--- src/port_stats_pkg.sv ---
// constants and types for the port statistics counter bank
// Function
// - count rx octets by priority, bad included
// - count short rx frames with good check
// - count short rx fragments with errors
// - count long rx frames with good check
// - count long rx frames with errors
// - count legal rx frames with bad symbols
// - split legal bad-check rx frames by alignment
// - count rx mac control frames
// - count fully qualified rx pause frames
// - count good rx bcast, non-control mcast, ucast
// - bin every legal-length rx frame by length
// - count good tx octets by priority
// - count tx collisions after 512 bit times
// - count transmitted pause frames
// - count good tx bcast, mcast, ucast
// - count tx frames deferred by busy medium
// - count all tx collisions, half duplex
// - count tx frames lost to excess collisions
// - count tx successes after one, many collisions
// - keep two 16-bit resource drop counters
// - drop counters carry no overflow, valid flags
// - counter word: overflow, valid, 30-bit value
// - reading a per-port counter clears it
// - reading drop counters leaves them intact
package port_stats_pkg;
  localparam logic [9:0] RX_LO_OCT = 10'h000;
  localparam logic [9:0] RX_HI_OCT = 10'h001;
  localparam logic [9:0] RX_SHORT_GOOD = 10'h002;
  localparam logic [9:0] RX_SHORT_BAD = 10'h003;
  localparam logic [9:0] RX_LONG_GOOD = 10'h004;
  localparam logic [9:0] RX_LONG_BAD = 10'h005;
  localparam logic [9:0] RX_BAD_SYM = 10'h006;
  localparam logic [9:0] RX_FCS_FAIL = 10'h007;
  localparam logic [9:0] RX_MISALIGN = 10'h008;
  localparam logic [9:0] RX_MAC_CTRL = 10'h009;
  localparam logic [9:0] RX_PAUSE = 10'h00A;
  localparam logic [9:0] RX_BCAST = 10'h00B;
  localparam logic [9:0] RX_MCAST = 10'h00C;
  localparam logic [9:0] RX_UCAST = 10'h00D;
  localparam logic [9:0] RX_LEN_64 = 10'h00E;
  localparam logic [9:0] RX_LEN_65 = 10'h00F;
  localparam logic [9:0] RX_LEN_128 = 10'h010;
  localparam logic [9:0] RX_LEN_256 = 10'h011;
  localparam logic [9:0] RX_LEN_512 = 10'h012;
  localparam logic [9:0] RX_LEN_1024 = 10'h013;
  localparam logic [9:0] TX_LO_OCT = 10'h014;
  localparam logic [9:0] TX_HI_OCT = 10'h015;
  localparam logic [9:0] TX_LATE_COLL = 10'h016;
  localparam logic [9:0] TX_PAUSE = 10'h017;
  localparam logic [9:0] TX_BCAST = 10'h018;
  localparam logic [9:0] TX_MCAST = 10'h019;
  localparam logic [9:0] TX_UCAST = 10'h01A;
  localparam logic [9:0] TX_DEFER = 10'h01B;
  localparam logic [9:0] TX_ALL_COLL = 10'h01C;
  localparam logic [9:0] TX_MANY_COLL = 10'h01D;
  localparam logic [9:0] TX_ONE_COLL = 10'h01E;
  localparam logic [9:0] TX_MULTI_COLL = 10'h01F;
  localparam logic [9:0] TX_DROP_RES = 10'h100;
  localparam logic [9:0] RX_DROP_RES = 10'h103;
  // indirect control word: command in 12:10, offset in 9:0
  localparam int CMD_HI = 12;
  localparam int CMD_LO = 10;
  localparam logic [2:0] CMD_RD_MIB = 3'h7;
  localparam int NUM_CNT = 32;
  localparam int OVF_BIT = 31;
  localparam int VALID_BIT = 30;
  localparam logic [10:0] MIN_LEN = 11'h040;
  localparam logic [10:0] LIM_LEN = 11'h7D0;
  localparam logic [30:0] CNT_RST = 31'h00000000;
  localparam logic [15:0] DROP_RST = 16'h0000;
  typedef struct packed {
    logic done; logic [10:0] len; logic hi_prio; logic fcs_ok;
    logic sym_err; logic odd_bits; logic bcast; logic mcast;
    logic ctrl_type; logic pause_match;
  } rx_evt_t;
  typedef struct packed {
    logic done; logic [10:0] len; logic hi_prio; logic good;
    logic bcast; logic mcast; logic pause; logic deferred;
    logic excess; logic [4:0] coll_cnt; logic coll; logic late_coll;
  } tx_evt_t;
  typedef struct packed {
    logic wr; logic [15:0] data;
  } host_cmd_t;
  typedef struct packed {
    logic ovf; logic [29:0] val;
  } cnt_t;
  typedef struct packed {
    cnt_t [NUM_CNT-1:0] cnt; logic [15:0] tx_drop;
    logic [15:0] rx_drop; logic [31:0] data;
  } stat_state_t;
endpackage : port_stats_pkg

--- src/port_statistics_counters.sv ---
// statistics counter bank with indirect read-clear access
`timescale 1ns/1ns
module port_statistics_counters import port_stats_pkg::*; (
  // clock and reset
  input wire logic clk,
  input wire logic rst_b,
  // configuration
  input wire logic [10:0] max_frame_len,
  input wire logic half_duplex,
  // mac events, one-cycle pulses
  input wire rx_evt_t rx_evt,
  input wire tx_evt_t tx_evt,
  input wire logic tx_drop,
  input wire logic rx_drop,
  // indirect access
  input wire host_cmd_t ctrl_wr,
  output logic [15:0] indirect_data_high,
  output logic [15:0] indirect_data_low
);

  // ============================================================
  // helpers
  function automatic logic in_rng(input logic [10:0] v,
                                  input logic [10:0] lo,
                                  input logic [10:0] hi);
    in_rng = (v >= lo) && (v <= hi);
  endfunction : in_rng

  function automatic logic [10:0] one(input logic b);
    one = {10'h000, b};
  endfunction : one

  stat_state_t st_r;
  stat_state_t st_nxt;
  logic [NUM_CNT-1:0][10:0] inc;
  logic [10:0] eff_max;
  logic [10:0] rlen;
  logic [10:0] tlen;
  logic rdone;
  logic tdone;
  logic r_short;
  logic r_long;
  logic r_legal;
  logic r_bad;
  logic r_good;
  logic rd_cmd;
  logic rd_pp;
  logic [9:0] rd_addr;
  logic [4:0] rd_idx;

  // ============================================================
  // frame classification
  // oversize limit never exceeds the hardware ceiling
  assign eff_max = (max_frame_len > LIM_LEN) ? LIM_LEN : max_frame_len;
  assign rlen = rx_evt.len;
  assign tlen = tx_evt.len;
  assign rdone = rx_evt.done;
  assign tdone = tx_evt.done;
  assign r_short = rlen < MIN_LEN;
  assign r_long = rlen > eff_max;
  assign r_legal = !r_short && !r_long;
  assign r_bad = !rx_evt.fcs_ok || rx_evt.sym_err || rx_evt.odd_bits;
  assign r_good = rdone && r_legal && !r_bad;

  always_comb begin
    inc = '0;
    inc[RX_LO_OCT[4:0]] = (rdone && !rx_evt.hi_prio) ? rlen : 11'h000;
    inc[RX_HI_OCT[4:0]] = (rdone && rx_evt.hi_prio) ? rlen : 11'h000;
    inc[RX_SHORT_GOOD[4:0]] = one(rdone && r_short && rx_evt.fcs_ok);
    inc[RX_SHORT_BAD[4:0]] = one(rdone && r_short && r_bad);
    inc[RX_LONG_GOOD[4:0]] = one(rdone && r_long && rx_evt.fcs_ok);
    inc[RX_LONG_BAD[4:0]] = one(rdone && r_long && r_bad);
    inc[RX_BAD_SYM[4:0]] = one(rdone && r_legal && rx_evt.sym_err);
    inc[RX_FCS_FAIL[4:0]] = one(rdone && r_legal && !rx_evt.fcs_ok &&
                                !rx_evt.odd_bits);
    inc[RX_MISALIGN[4:0]] = one(rdone && r_legal && !rx_evt.fcs_ok &&
                                rx_evt.odd_bits);
    inc[RX_MAC_CTRL[4:0]] = one(rdone && rx_evt.ctrl_type);
    inc[RX_PAUSE[4:0]] = one(rdone && rx_evt.ctrl_type &&
                             rx_evt.pause_match && !r_short &&
                             rx_evt.fcs_ok);
    inc[RX_BCAST[4:0]] = one(r_good && rx_evt.bcast);
    inc[RX_MCAST[4:0]] = one(r_good && rx_evt.mcast && !rx_evt.bcast &&
                             !rx_evt.ctrl_type);
    inc[RX_UCAST[4:0]] = one(r_good && !rx_evt.mcast && !rx_evt.bcast);
    inc[RX_LEN_64[4:0]] = one(rdone && rlen == MIN_LEN);
    inc[RX_LEN_65[4:0]] = one(rdone && in_rng(rlen, 11'h041, 11'h07F));
    inc[RX_LEN_128[4:0]] = one(rdone && in_rng(rlen, 11'h080, 11'h0FF));
    inc[RX_LEN_256[4:0]] = one(rdone && in_rng(rlen, 11'h100, 11'h1FF));
    inc[RX_LEN_512[4:0]] = one(rdone && in_rng(rlen, 11'h200, 11'h3FF));
    inc[RX_LEN_1024[4:0]] = one(rdone && in_rng(rlen, 11'h400, eff_max));
    inc[TX_LO_OCT[4:0]] = (tdone && tx_evt.good && !tx_evt.hi_prio) ?
                          tlen : 11'h000;
    inc[TX_HI_OCT[4:0]] = (tdone && tx_evt.good && tx_evt.hi_prio) ?
                          tlen : 11'h000;
    inc[TX_LATE_COLL[4:0]] = one(tx_evt.late_coll);
    inc[TX_PAUSE[4:0]] = one(tdone && tx_evt.pause);
    inc[TX_BCAST[4:0]] = one(tdone && tx_evt.good && tx_evt.bcast);
    inc[TX_MCAST[4:0]] = one(tdone && tx_evt.good && tx_evt.mcast &&
                             !tx_evt.bcast);
    inc[TX_UCAST[4:0]] = one(tdone && tx_evt.good && !tx_evt.mcast &&
                             !tx_evt.bcast);
    inc[TX_DEFER[4:0]] = one(tdone && tx_evt.deferred);
    inc[TX_ALL_COLL[4:0]] = one(tx_evt.coll && half_duplex);
    inc[TX_MANY_COLL[4:0]] = one(tdone && tx_evt.excess);
    inc[TX_ONE_COLL[4:0]] = one(tdone && tx_evt.good &&
                                tx_evt.coll_cnt == 5'h01);
    inc[TX_MULTI_COLL[4:0]] = one(tdone && tx_evt.good &&
                                  tx_evt.coll_cnt > 5'h01);
  end

  // ============================================================
  // indirect read decode
  assign rd_cmd = ctrl_wr.wr &&
                  (ctrl_wr.data[CMD_HI:CMD_LO] == CMD_RD_MIB);
  assign rd_addr = ctrl_wr.data[9:0];
  assign rd_pp = rd_cmd && (rd_addr[9:5] == 5'h00);
  assign rd_idx = rd_addr[4:0];

  // ============================================================
  // next state
  always_comb begin
    logic [30:0] sum;
    sum = CNT_RST;
    st_nxt = st_r;
    for (int i = 0; i < NUM_CNT; i++) begin
      sum = {1'b0, st_r.cnt[i].val} + {20'h00000, inc[i]};
      if (rd_pp && rd_idx == 5'(i)) begin
        // this cycle's event survives the clear
        st_nxt.cnt[i].val = {19'h00000, inc[i]};
        st_nxt.cnt[i].ovf = 1'b0;
      end else begin
        st_nxt.cnt[i].val = sum[29:0];
        st_nxt.cnt[i].ovf = st_r.cnt[i].ovf | sum[30];
      end
    end
    st_nxt.tx_drop = st_r.tx_drop + {15'h0000, tx_drop};
    st_nxt.rx_drop = st_r.rx_drop + {15'h0000, rx_drop};
    if (rd_pp) begin
      st_nxt.data = {st_r.cnt[rd_idx].ovf, 1'b1, st_r.cnt[rd_idx].val};
    end else if (rd_cmd && rd_addr == TX_DROP_RES) begin
      st_nxt.data = {16'h0000, st_r.tx_drop};
    end else if (rd_cmd && rd_addr == RX_DROP_RES) begin
      st_nxt.data = {16'h0000, st_r.rx_drop};
    end else if (rd_cmd) begin
      // unmapped offsets read as zero
      st_nxt.data = 32'h00000000;
    end
  end

  always_ff @(posedge clk or negedge rst_b) begin
    if (!rst_b) begin
      st_r <= '0;
    end else begin
      st_r <= st_nxt;
    end
  end

  assign indirect_data_high = st_r.data[31:16];
  assign indirect_data_low = st_r.data[15:0];

  // ============================================================
  // checks
  logic quiet;
  assign quiet = !rdone && !tdone && !tx_evt.coll && !tx_evt.late_coll;

  property p_rx_oct;
    @(posedge clk) disable iff (!rst_b)
    rdone && !rx_evt.hi_prio && !rd_cmd &&
    st_r.cnt[RX_LO_OCT[4:0]].val < 30'h0000FFFF
    |=> st_r.cnt[RX_LO_OCT[4:0]].val ==
        $past(st_r.cnt[RX_LO_OCT[4:0]].val) + 30'($past(rlen));
  endproperty
  a_rx_oct: assert property (p_rx_oct)
    else $error("rx low octets not added");

  property p_frag;
    @(posedge clk) disable iff (!rst_b)
    rdone && rlen < MIN_LEN && !rx_evt.fcs_ok && !rd_cmd &&
    st_r.cnt[RX_SHORT_BAD[4:0]].val < 30'h0000FFFF
    |=> st_r.cnt[RX_SHORT_BAD[4:0]].val ==
        $past(st_r.cnt[RX_SHORT_BAD[4:0]].val) + 30'h1;
  endproperty
  a_frag: assert property (p_frag)
    else $error("fragment not counted");

  property p_misalign;
    @(posedge clk) disable iff (!rst_b)
    rdone && rlen == 11'h400 && !rx_evt.fcs_ok && rx_evt.odd_bits &&
    eff_max > 11'h400 && !rd_cmd
    |=> $stable(st_r.cnt[RX_FCS_FAIL[4:0]].val);
  endproperty
  a_misalign: assert property (p_misalign)
    else $error("misaligned frame counted as check failure");

  property p_pause_qual;
    @(posedge clk) disable iff (!rst_b)
    !rx_evt.ctrl_type && !rd_cmd
    |=> $stable(st_r.cnt[RX_PAUSE[4:0]].val);
  endproperty
  a_pause_qual: assert property (p_pause_qual)
    else $error("pause counted without control type");

  property p_bin64;
    @(posedge clk) disable iff (!rst_b)
    rdone && rlen == MIN_LEN && !rd_cmd &&
    st_r.cnt[RX_LEN_64[4:0]].val < 30'h0000FFFF
    ##1 !rdone && !rd_cmd
    |=> st_r.cnt[RX_LEN_64[4:0]].val ==
        $past(st_r.cnt[RX_LEN_64[4:0]].val, 2) + 30'h1;
  endproperty
  a_bin64: assert property (p_bin64)
    else $error("64 octet bin not counted");

  property p_late;
    @(posedge clk) disable iff (!rst_b)
    tx_evt.late_coll && !rd_cmd &&
    st_r.cnt[TX_LATE_COLL[4:0]].val < 30'h0000FFFF
    |=> st_r.cnt[TX_LATE_COLL[4:0]].val ==
        $past(st_r.cnt[TX_LATE_COLL[4:0]].val) + 30'h1;
  endproperty
  a_late: assert property (p_late)
    else $error("late collision lost");

  property p_half;
    @(posedge clk) disable iff (!rst_b)
    !half_duplex && !rd_cmd
    |=> $stable(st_r.cnt[TX_ALL_COLL[4:0]].val);
  endproperty
  a_half: assert property (p_half)
    else $error("collision counted in full duplex");

  property p_one_coll;
    @(posedge clk) disable iff (!rst_b)
    tdone && tx_evt.good && tx_evt.coll_cnt == 5'h01 && !rd_cmd
    |=> $stable(st_r.cnt[TX_MULTI_COLL[4:0]].val);
  endproperty
  a_one_coll: assert property (p_one_coll)
    else $error("single collision counted as multiple");

  property p_drop_fmt;
    @(posedge clk) disable iff (!rst_b)
    rd_cmd && rd_addr == TX_DROP_RES
    |=> indirect_data_high == 16'h0000 &&
        indirect_data_low == $past(st_r.tx_drop);
  endproperty
  a_drop_fmt: assert property (p_drop_fmt)
    else $error("drop counter word malformed");

  property p_valid;
    @(posedge clk) disable iff (!rst_b)
    rd_pp |=> indirect_data_high[VALID_BIT-16] == 1'b1
      && indirect_data_high[OVF_BIT-16] == $past(st_r.cnt[rd_idx].ovf);
  endproperty
  a_valid: assert property (p_valid)
    else $error("counter word flags wrong");

  property p_clear;
    @(posedge clk) disable iff (!rst_b)
    rd_pp && rd_idx == RX_BCAST[4:0] && quiet
    |=> st_r.cnt[RX_BCAST[4:0]] == '0;
  endproperty
  a_clear: assert property (p_clear)
    else $error("counter not cleared by read");

  property p_keep_drop;
    @(posedge clk) disable iff (!rst_b)
    rd_cmd && rd_addr == RX_DROP_RES && !rx_drop
    |=> st_r.rx_drop == $past(st_r.rx_drop);
  endproperty
  a_keep_drop: assert property (p_keep_drop)
    else $error("drop counter changed by read");

  property p_atomic;
    @(posedge clk) disable iff (!rst_b)
    rd_pp && rd_idx == RX_LEN_64[4:0] && rdone && rlen == MIN_LEN
    |=> st_r.cnt[RX_LEN_64[4:0]].val == 30'h1;
  endproperty
  a_atomic: assert property (p_atomic)
    else $error("event during read lost");

  property p_short_good;
    @(posedge clk) disable iff (!rst_b)
    rdone && rlen < MIN_LEN && rx_evt.fcs_ok && !rd_cmd
    |=> st_r.cnt[RX_SHORT_GOOD[4:0]].val ==
        $past(st_r.cnt[RX_SHORT_GOOD[4:0]].val) + 30'h1;
  endproperty
  a_short_good: assert property (p_short_good)
    else $error("short good frame not counted");

  property p_long_bad;
    @(posedge clk) disable iff (!rst_b)
    rdone && rlen > eff_max && !rx_evt.fcs_ok && !rd_cmd
    |=> st_r.cnt[RX_LONG_BAD[4:0]].val ==
        $past(st_r.cnt[RX_LONG_BAD[4:0]].val) + 30'h1;
  endproperty
  a_long_bad: assert property (p_long_bad)
    else $error("long errored frame not counted");

  property p_sym;
    @(posedge clk) disable iff (!rst_b)
    rdone && rlen >= MIN_LEN && rlen <= eff_max && rx_evt.sym_err && !rd_cmd
    |=> st_r.cnt[RX_BAD_SYM[4:0]].val ==
        $past(st_r.cnt[RX_BAD_SYM[4:0]].val) + 30'h1;
  endproperty
  a_sym: assert property (p_sym)
    else $error("bad symbol frame not counted");

  property p_ctrl;
    @(posedge clk) disable iff (!rst_b)
    rdone && rx_evt.ctrl_type && !rd_cmd
    |=> st_r.cnt[RX_MAC_CTRL[4:0]].val ==
        $past(st_r.cnt[RX_MAC_CTRL[4:0]].val) + 30'h1;
  endproperty
  a_ctrl: assert property (p_ctrl)
    else $error("control frame not counted");

  property p_mcast_ctrl;
    @(posedge clk) disable iff (!rst_b)
    rdone && rx_evt.ctrl_type && !rd_cmd
    |=> $stable(st_r.cnt[RX_MCAST[4:0]].val);
  endproperty
  a_mcast_ctrl: assert property (p_mcast_ctrl)
    else $error("control frame counted as multicast");

  property p_tx_oct;
    @(posedge clk) disable iff (!rst_b)
    tdone && tx_evt.good && tx_evt.hi_prio && !rd_cmd
    |=> st_r.cnt[TX_HI_OCT[4:0]].val ==
        $past(st_r.cnt[TX_HI_OCT[4:0]].val) + 30'($past(tlen));
  endproperty
  a_tx_oct: assert property (p_tx_oct)
    else $error("tx high octets not added");

  property p_tx_pause;
    @(posedge clk) disable iff (!rst_b)
    tdone && tx_evt.pause && !rd_cmd
    |=> st_r.cnt[TX_PAUSE[4:0]].val ==
        $past(st_r.cnt[TX_PAUSE[4:0]].val) + 30'h1;
  endproperty
  a_tx_pause: assert property (p_tx_pause)
    else $error("tx pause frame not counted");

  property p_defer;
    @(posedge clk) disable iff (!rst_b)
    tdone && tx_evt.deferred && !rd_cmd
    |=> st_r.cnt[TX_DEFER[4:0]].val ==
        $past(st_r.cnt[TX_DEFER[4:0]].val) + 30'h1;
  endproperty
  a_defer: assert property (p_defer)
    else $error("deferred frame not counted");

  property p_tx_drop;
    @(posedge clk) disable iff (!rst_b)
    tx_drop
    |=> st_r.tx_drop == $past(st_r.tx_drop) + 16'h0001;
  endproperty
  a_tx_drop: assert property (p_tx_drop)
    else $error("tx resource drop not counted");

endmodule : port_statistics_counters

--- config.mk ---
export PLATFORM = sky130hd
export DESIGN_NAME = port_statistics_counters
export DESIGN_NICKNAME = d
export VERILOG_FILES = /design/src/port_stats_pkg.sv /design/src/port_statistics_counters.sv
export SDC_FILE = /design/constraint.sdc
export NUM_CORES = 2
export LEC_CHECK = 0
export BUFFER_PORTS_ARGS = -buffer_cell sky130_fd_sc_hd__buf_4
export CAP_MARGIN = 20
export CELL_PAD_IN_SITES_DETAIL_PLACEMENT = 0
export CELL_PAD_IN_SITES_GLOBAL_PLACEMENT = 2
export CORE_ASPECT_RATIO = 0.75
export CORE_MARGIN = 10
export CORE_UTILIZATION = 42
export DETAILED_ROUTE_END_ITERATION = 10
export PLACE_DENSITY = 0.83
export SLEW_MARGIN = 5
export SYNTH_ARGS = -nofsm -noshare
export SYNTH_HDL_FRONTEND = slang
export SYNTH_SLANG_ARGS = --single-unit
--- constraint.sdc ---
create_clock -name clk -period 3.1 [get_ports clk]
set_clock_uncertainty 0.05 [all_clocks]
set_input_delay 0.465 -clock clk [delete_from_list [all_inputs] [get_ports clk]]
set_output_delay 0.465 -clock clk [all_outputs]
set_load 0.005 [all_outputs]
Word-level counts from Yosys, hierarchy flattened
Cells that the tools add are included.

word-level totals
  flip-flop bits (word level) = 1056
  output and inout bits = 32
  input bits = 79

operators by class
  bitwise operators = 32
  add/subtract/negate cells = 34
  reductions and logical operators = 103
  order comparisons = 15
  equal/unequal tests = 36
  multiplexer cells = 43

operators by type and width
  cell                    count
  $mux W31                33
  $add A30 B1 Y31         28
  $bmux W31 S5            1
  $mux W32                4
  $add A30 B11 Y31        4
  $logic_and A1 B1 Y1     86
  $eq A5 B5 Y1 const B    16
  $mux W11                5
  $eq A5 B4 Y1 const B    8
  $add A16 B1 Y16         2
  $or A1 B1 Y1            32
  $eq A10 B9 Y1 const B   2
  $eq A5 B3 Y1 const B    4
  $logic_not A1 Y1        12
  $eq A11 B7 Y1 const B   1
  $ge A11 B10 Y1 const B  1
  $ge A11 B11 Y1 const B  1
  $ge A11 B7 Y1 const B   1
  $ge A11 B8 Y1 const B   1
  $ge A11 B9 Y1 const B   1
  $gt A11 B11 Y1          1
  $gt A11 B11 Y1 const B  1
  $le A11 B10 Y1 const B  1
  $le A11 B11 Y1          1
  12 further kinds        16

Longest topological paths before layout
  depth after elaboration = 13
  gate-level depth with buffers = 21
  gate-level depth less buffers = 20

Worst setup path after synthesis
OpenSTA, ideal clock, no wires.

  kind = input port to flip-flop
  from = input max_frame_len[0]
  to = register st_r[296] in the netlist's numbering
  setup slack = -1.636 ns
  stages = 18
  setup time = 0.132 ns
  required time = 2.918 ns
  data arrival time = 4.554 ns
  cells stage by stage = or4_1 a21oi_1 or2_2 nor2b_1 ha_1 a211oi_1 o211ai_1 a31o_2 a221oi_1 o21ai_1 nor4_1 ha_1 nand4_1 nor3_1 and2_1 or3b_2 xnor2_1 nor2_1

RTL lines
  what                  RTL line                         text
  from (decl)           port_statistics_counters.sv:8    input wire logic [10:0] max_frame_len,
  to (signal assigned)  port_statistics_counters.sv:155  st_r <= st_nxt;
  to (decl)             port_statistics_counters.sv:33   stat_state_t st_r;

==> metrics <==
CTS sink count roughly 1100; Worst-path clk slew roughly 0.06 ns; simple-gate share of the synthesized area 0.216; placement row count 119; Seq/Total Area, Yosys 0.442; Port Buf Inserts about 110; max-slew violation count 0; Comb pwr share 0.160; CP Max Fanout 4; synthesized instance count 6006; CP arrival approximately 4.7 ns; Max VDD drop between 0.5 and 0.6 mV; Vias/cell roughly 5.9; Worst EP required ~3.7 ns; crit path time final around 4 ns; Post-synth EDFFs 0; Die Width roughly 460 um; vias in the first global route between 40000 and 50000; ys async rst share 1.00; area of the die around 160000 um2; Sw Pwr approximately 11 mW; CP endpoint kind flop; post-DP HPWL about 170000 um; CP Launch Type input pin; mean post-synth cell area just under 10 um2; H-tree depth 3; Synth Area in Compound Gates 0.0645; Place WS -1.88 ns; Core Area 141000 um2; actual slew at the worst max-slew pin 0.903 ns; sequential power share 0.461; fmax ~250 MHz; largest family of logic cells by synthesized area simple AND/OR/NAND/NOR gates; max incr delay on CP approximately 0.54 ns; Tcrit/Tclk final 1.30; share of cells above drive strength 1 0.226; Nets about 6800; Initial DRT Pass Iterations 6; leading area contributor after synthesis dfrtp_1; Hold Path Class in -> reg; Fin. Hold Viols 0; largest net degree at the start of global routing 119; post-route design area approximately 73000 um2; Pwr Density between 400 and 500 nW/um2; Rel. slew slack 0.398; CP most frequent cell ha_4; Detail Route Antenna Nets 0; post-synthesis mux area share 0.100; clk root buf clkbuf_16; total power roughly 36 mW; GRT overflow 0; DRC errors left 0; Clock power frac 0.379; count leader, synth nor2_1; Primary FF master, synth dfrtp_1; unique cell type count in the Yosys netlist 74; Synth Area in Adders 0.0258; Post-Syn Area about 60000 um2; maxcap violations 0; final worst slack -0.934 ns; CTS Buf Count between 100 and 150; register bit total from synthesis around 1100; CP Cell Sequence buf_6, or4_4, a21oi_4, or2_4, nor2b_4, ha_4, a211oi_2, o211ai_1, a31o_2, a221oi_4, o21ai_4, buf_8, nor4_4, ha_2, ha_4, nand3_4, nor3_4, nand4_1, or3_4, a21oi_2; final setup fails approximately 260; IO Pins roughly 110; RSZ-0062 raised after global routing true; latest clock arrival within the worst-skew pair between 0.7 and 0.8 ns; Initial Util 0.424; LEAKAGE around 33 nW; post-synthesis xor/xnor area fraction 0.124; area grow syn2layout 23.0%; DRT iter0 DRCs between 5000 and 6000; routed wire length 217000 um; Synth area leaders dfrtp_1 44%, mux4_2 8.0%, xor2_1 6.8%; total track usage 0.264; drt wl/cell around 25 um; Post-synth top cells 1073 x nor2_1, 1056 x dfrtp_1, 467 x xor2_1; Core Util, Final 0.522; GPL Wtd Cong 0.962; top-area cell type share of the netlist area 0.442; failing checks setup timing; sw frac 0.298; via count 50300; first-pass GRT wire length 317000 um; Mapped Nets just over 6000; Yosys warning count 0; slowest cell on the critical path or4_4; crit path kind in -> reg; initial antenna violation count 16; CTS tree yes; outcome finished with violations; CTS Buffer Depth 3; Internal roughly 26 mW; Vert. Die Dim between 300 and 400 um; placed cell areas about 67000 um2
==> power groups by stage <==
stage | clock [mW] | sequential (mW) | combinational, mW
after floorplan | 0 | 16.1 | 3.53
after global placement | 0 | 16.9 | 5.43
after detailed placement | 0 | 16.9 | 5.54
after CTS | 14.1 | 16.7 | 5.65
after global routing | 14.6 | 16.9 | 6.40
final | 13.8 | 16.8 | 5.85
==> layout by cell type (no fill, tap or decap), types with 24 or more instances in the layout <==
cell	count
xor2_1	464
nor3_4	24
nand2_1	416
a21oi_1	154
nor2_4	33
mux2_2	29
inv_1	94
buf_12	55
xnor2_1	345
nor3_1	64
a211oi_1	47
buf_6	101
dfrtp_1	1056
clkbuf_1	30
a22oi_1	67
and3_1	157
nand3_2	33
and2_1	67
clkbuf_8	28
xnor2_2	33
mux2i_1	92
o221ai_1	24
and4_1	79
nor2b_1	41
nor2_2	30
buf_4	584
o21ai_0	117
mux4_2	211
clkbuf_16	117
or3_1	60
clkinv_2	28
ha_1	93
nand2b_1	28
nand3_1	292
nand4_1	196
nor2_1	1012
==> final timing paths <==
path | endpoint | slack [ns] | startpoint | cells past startpoint
max reg2reg | st_r[119] | 0.22 | st_r[95] | 10
max in group asynchronous | st_r[1027] | 1.62 | rst_b | 4
min | st_r[686] | 0.05 | tx_evt[16] | 4
min in group asynchronous | st_r[397] | 0.26 | rst_b | 2
min reg2reg | indirect_data_low[4] | 0.42 | indirect_data_low[4] | 2
max | st_r[307] | -0.93 | max_frame_len[0] | 20
==> kinds of logic (layout without fill, tap and decap cells) <==
group                    count (synthesis)  in the layout
AND/OR/NAND/NOR                       2705           2705
AO/OA/AOI/OAI                          588            588
adder cells (fa/ha/maj)                121            121
flip-flops                            1056           1056
buffers and inverters                  359           1065
multiplexers                           332            332
other                                    0              2
XOR/XNOR                               845            845
==> registers in the layout (all words and copies together) (netlist names) <==
register and count:
st_r 1024, indirect_data_high 16, indirect_data_low 16
==> timing repair <==
| item | in CTS | in global routing |
|---|---|---|
| hold buffers | 13 | 0 |
| hold endpoints to repair | 49 | 0 |
| resized for setup | 95 | 288 |
| endpoints found under the setup margin | 267 | 270 |
| pin swaps | 54 | 183 |
| setup buffers | 21 | 59 |
==> cell type report <==
type / instances / area (um2)
timing repair buffer: 758 / 6830
inverter: 97 / 367
sequential: 1056 / 26400
fill: 12700 / 67400
tap: 1875 / 2350
clock buffer: 175 / 3430
clock inverter: 35 / 263
multi-input combinational: 4591 / 33800
antenna: 2 / 5.00
==> stage by stage <==
step	std cells	hold slack, ns	setup TNS (ns)
after global placement	8302	0.405	-389.52
after detailed placement	8302	0.398	-393.74
after global routing	8589	0.0275	-170.69
final	8589	0.0459	-142.70
after floorplan	6006	0.119	-193.18
after CTS	8545	0.00313	-114.74
==> routing by layer <==
layer,track usage,vias to the layer above,share of wire
met5,0,-,0.00027
met4,0.0673,8,0.027
met3,0.0613,298,0.098
met2,0.342,2003,0.39
met1,0.428,25600,0.49
li1,-,22400,-
==> critical path, delay by kind of cell <==
kind | cells | cell delay, ns
buf+inv | 2 | 0.23
simple gates | 8 | 2.06
fa+ha+maj | 3 | 0.63
compound gates | 7 | 1.24
Note: power is estimated with default switching activity, not from simulation.
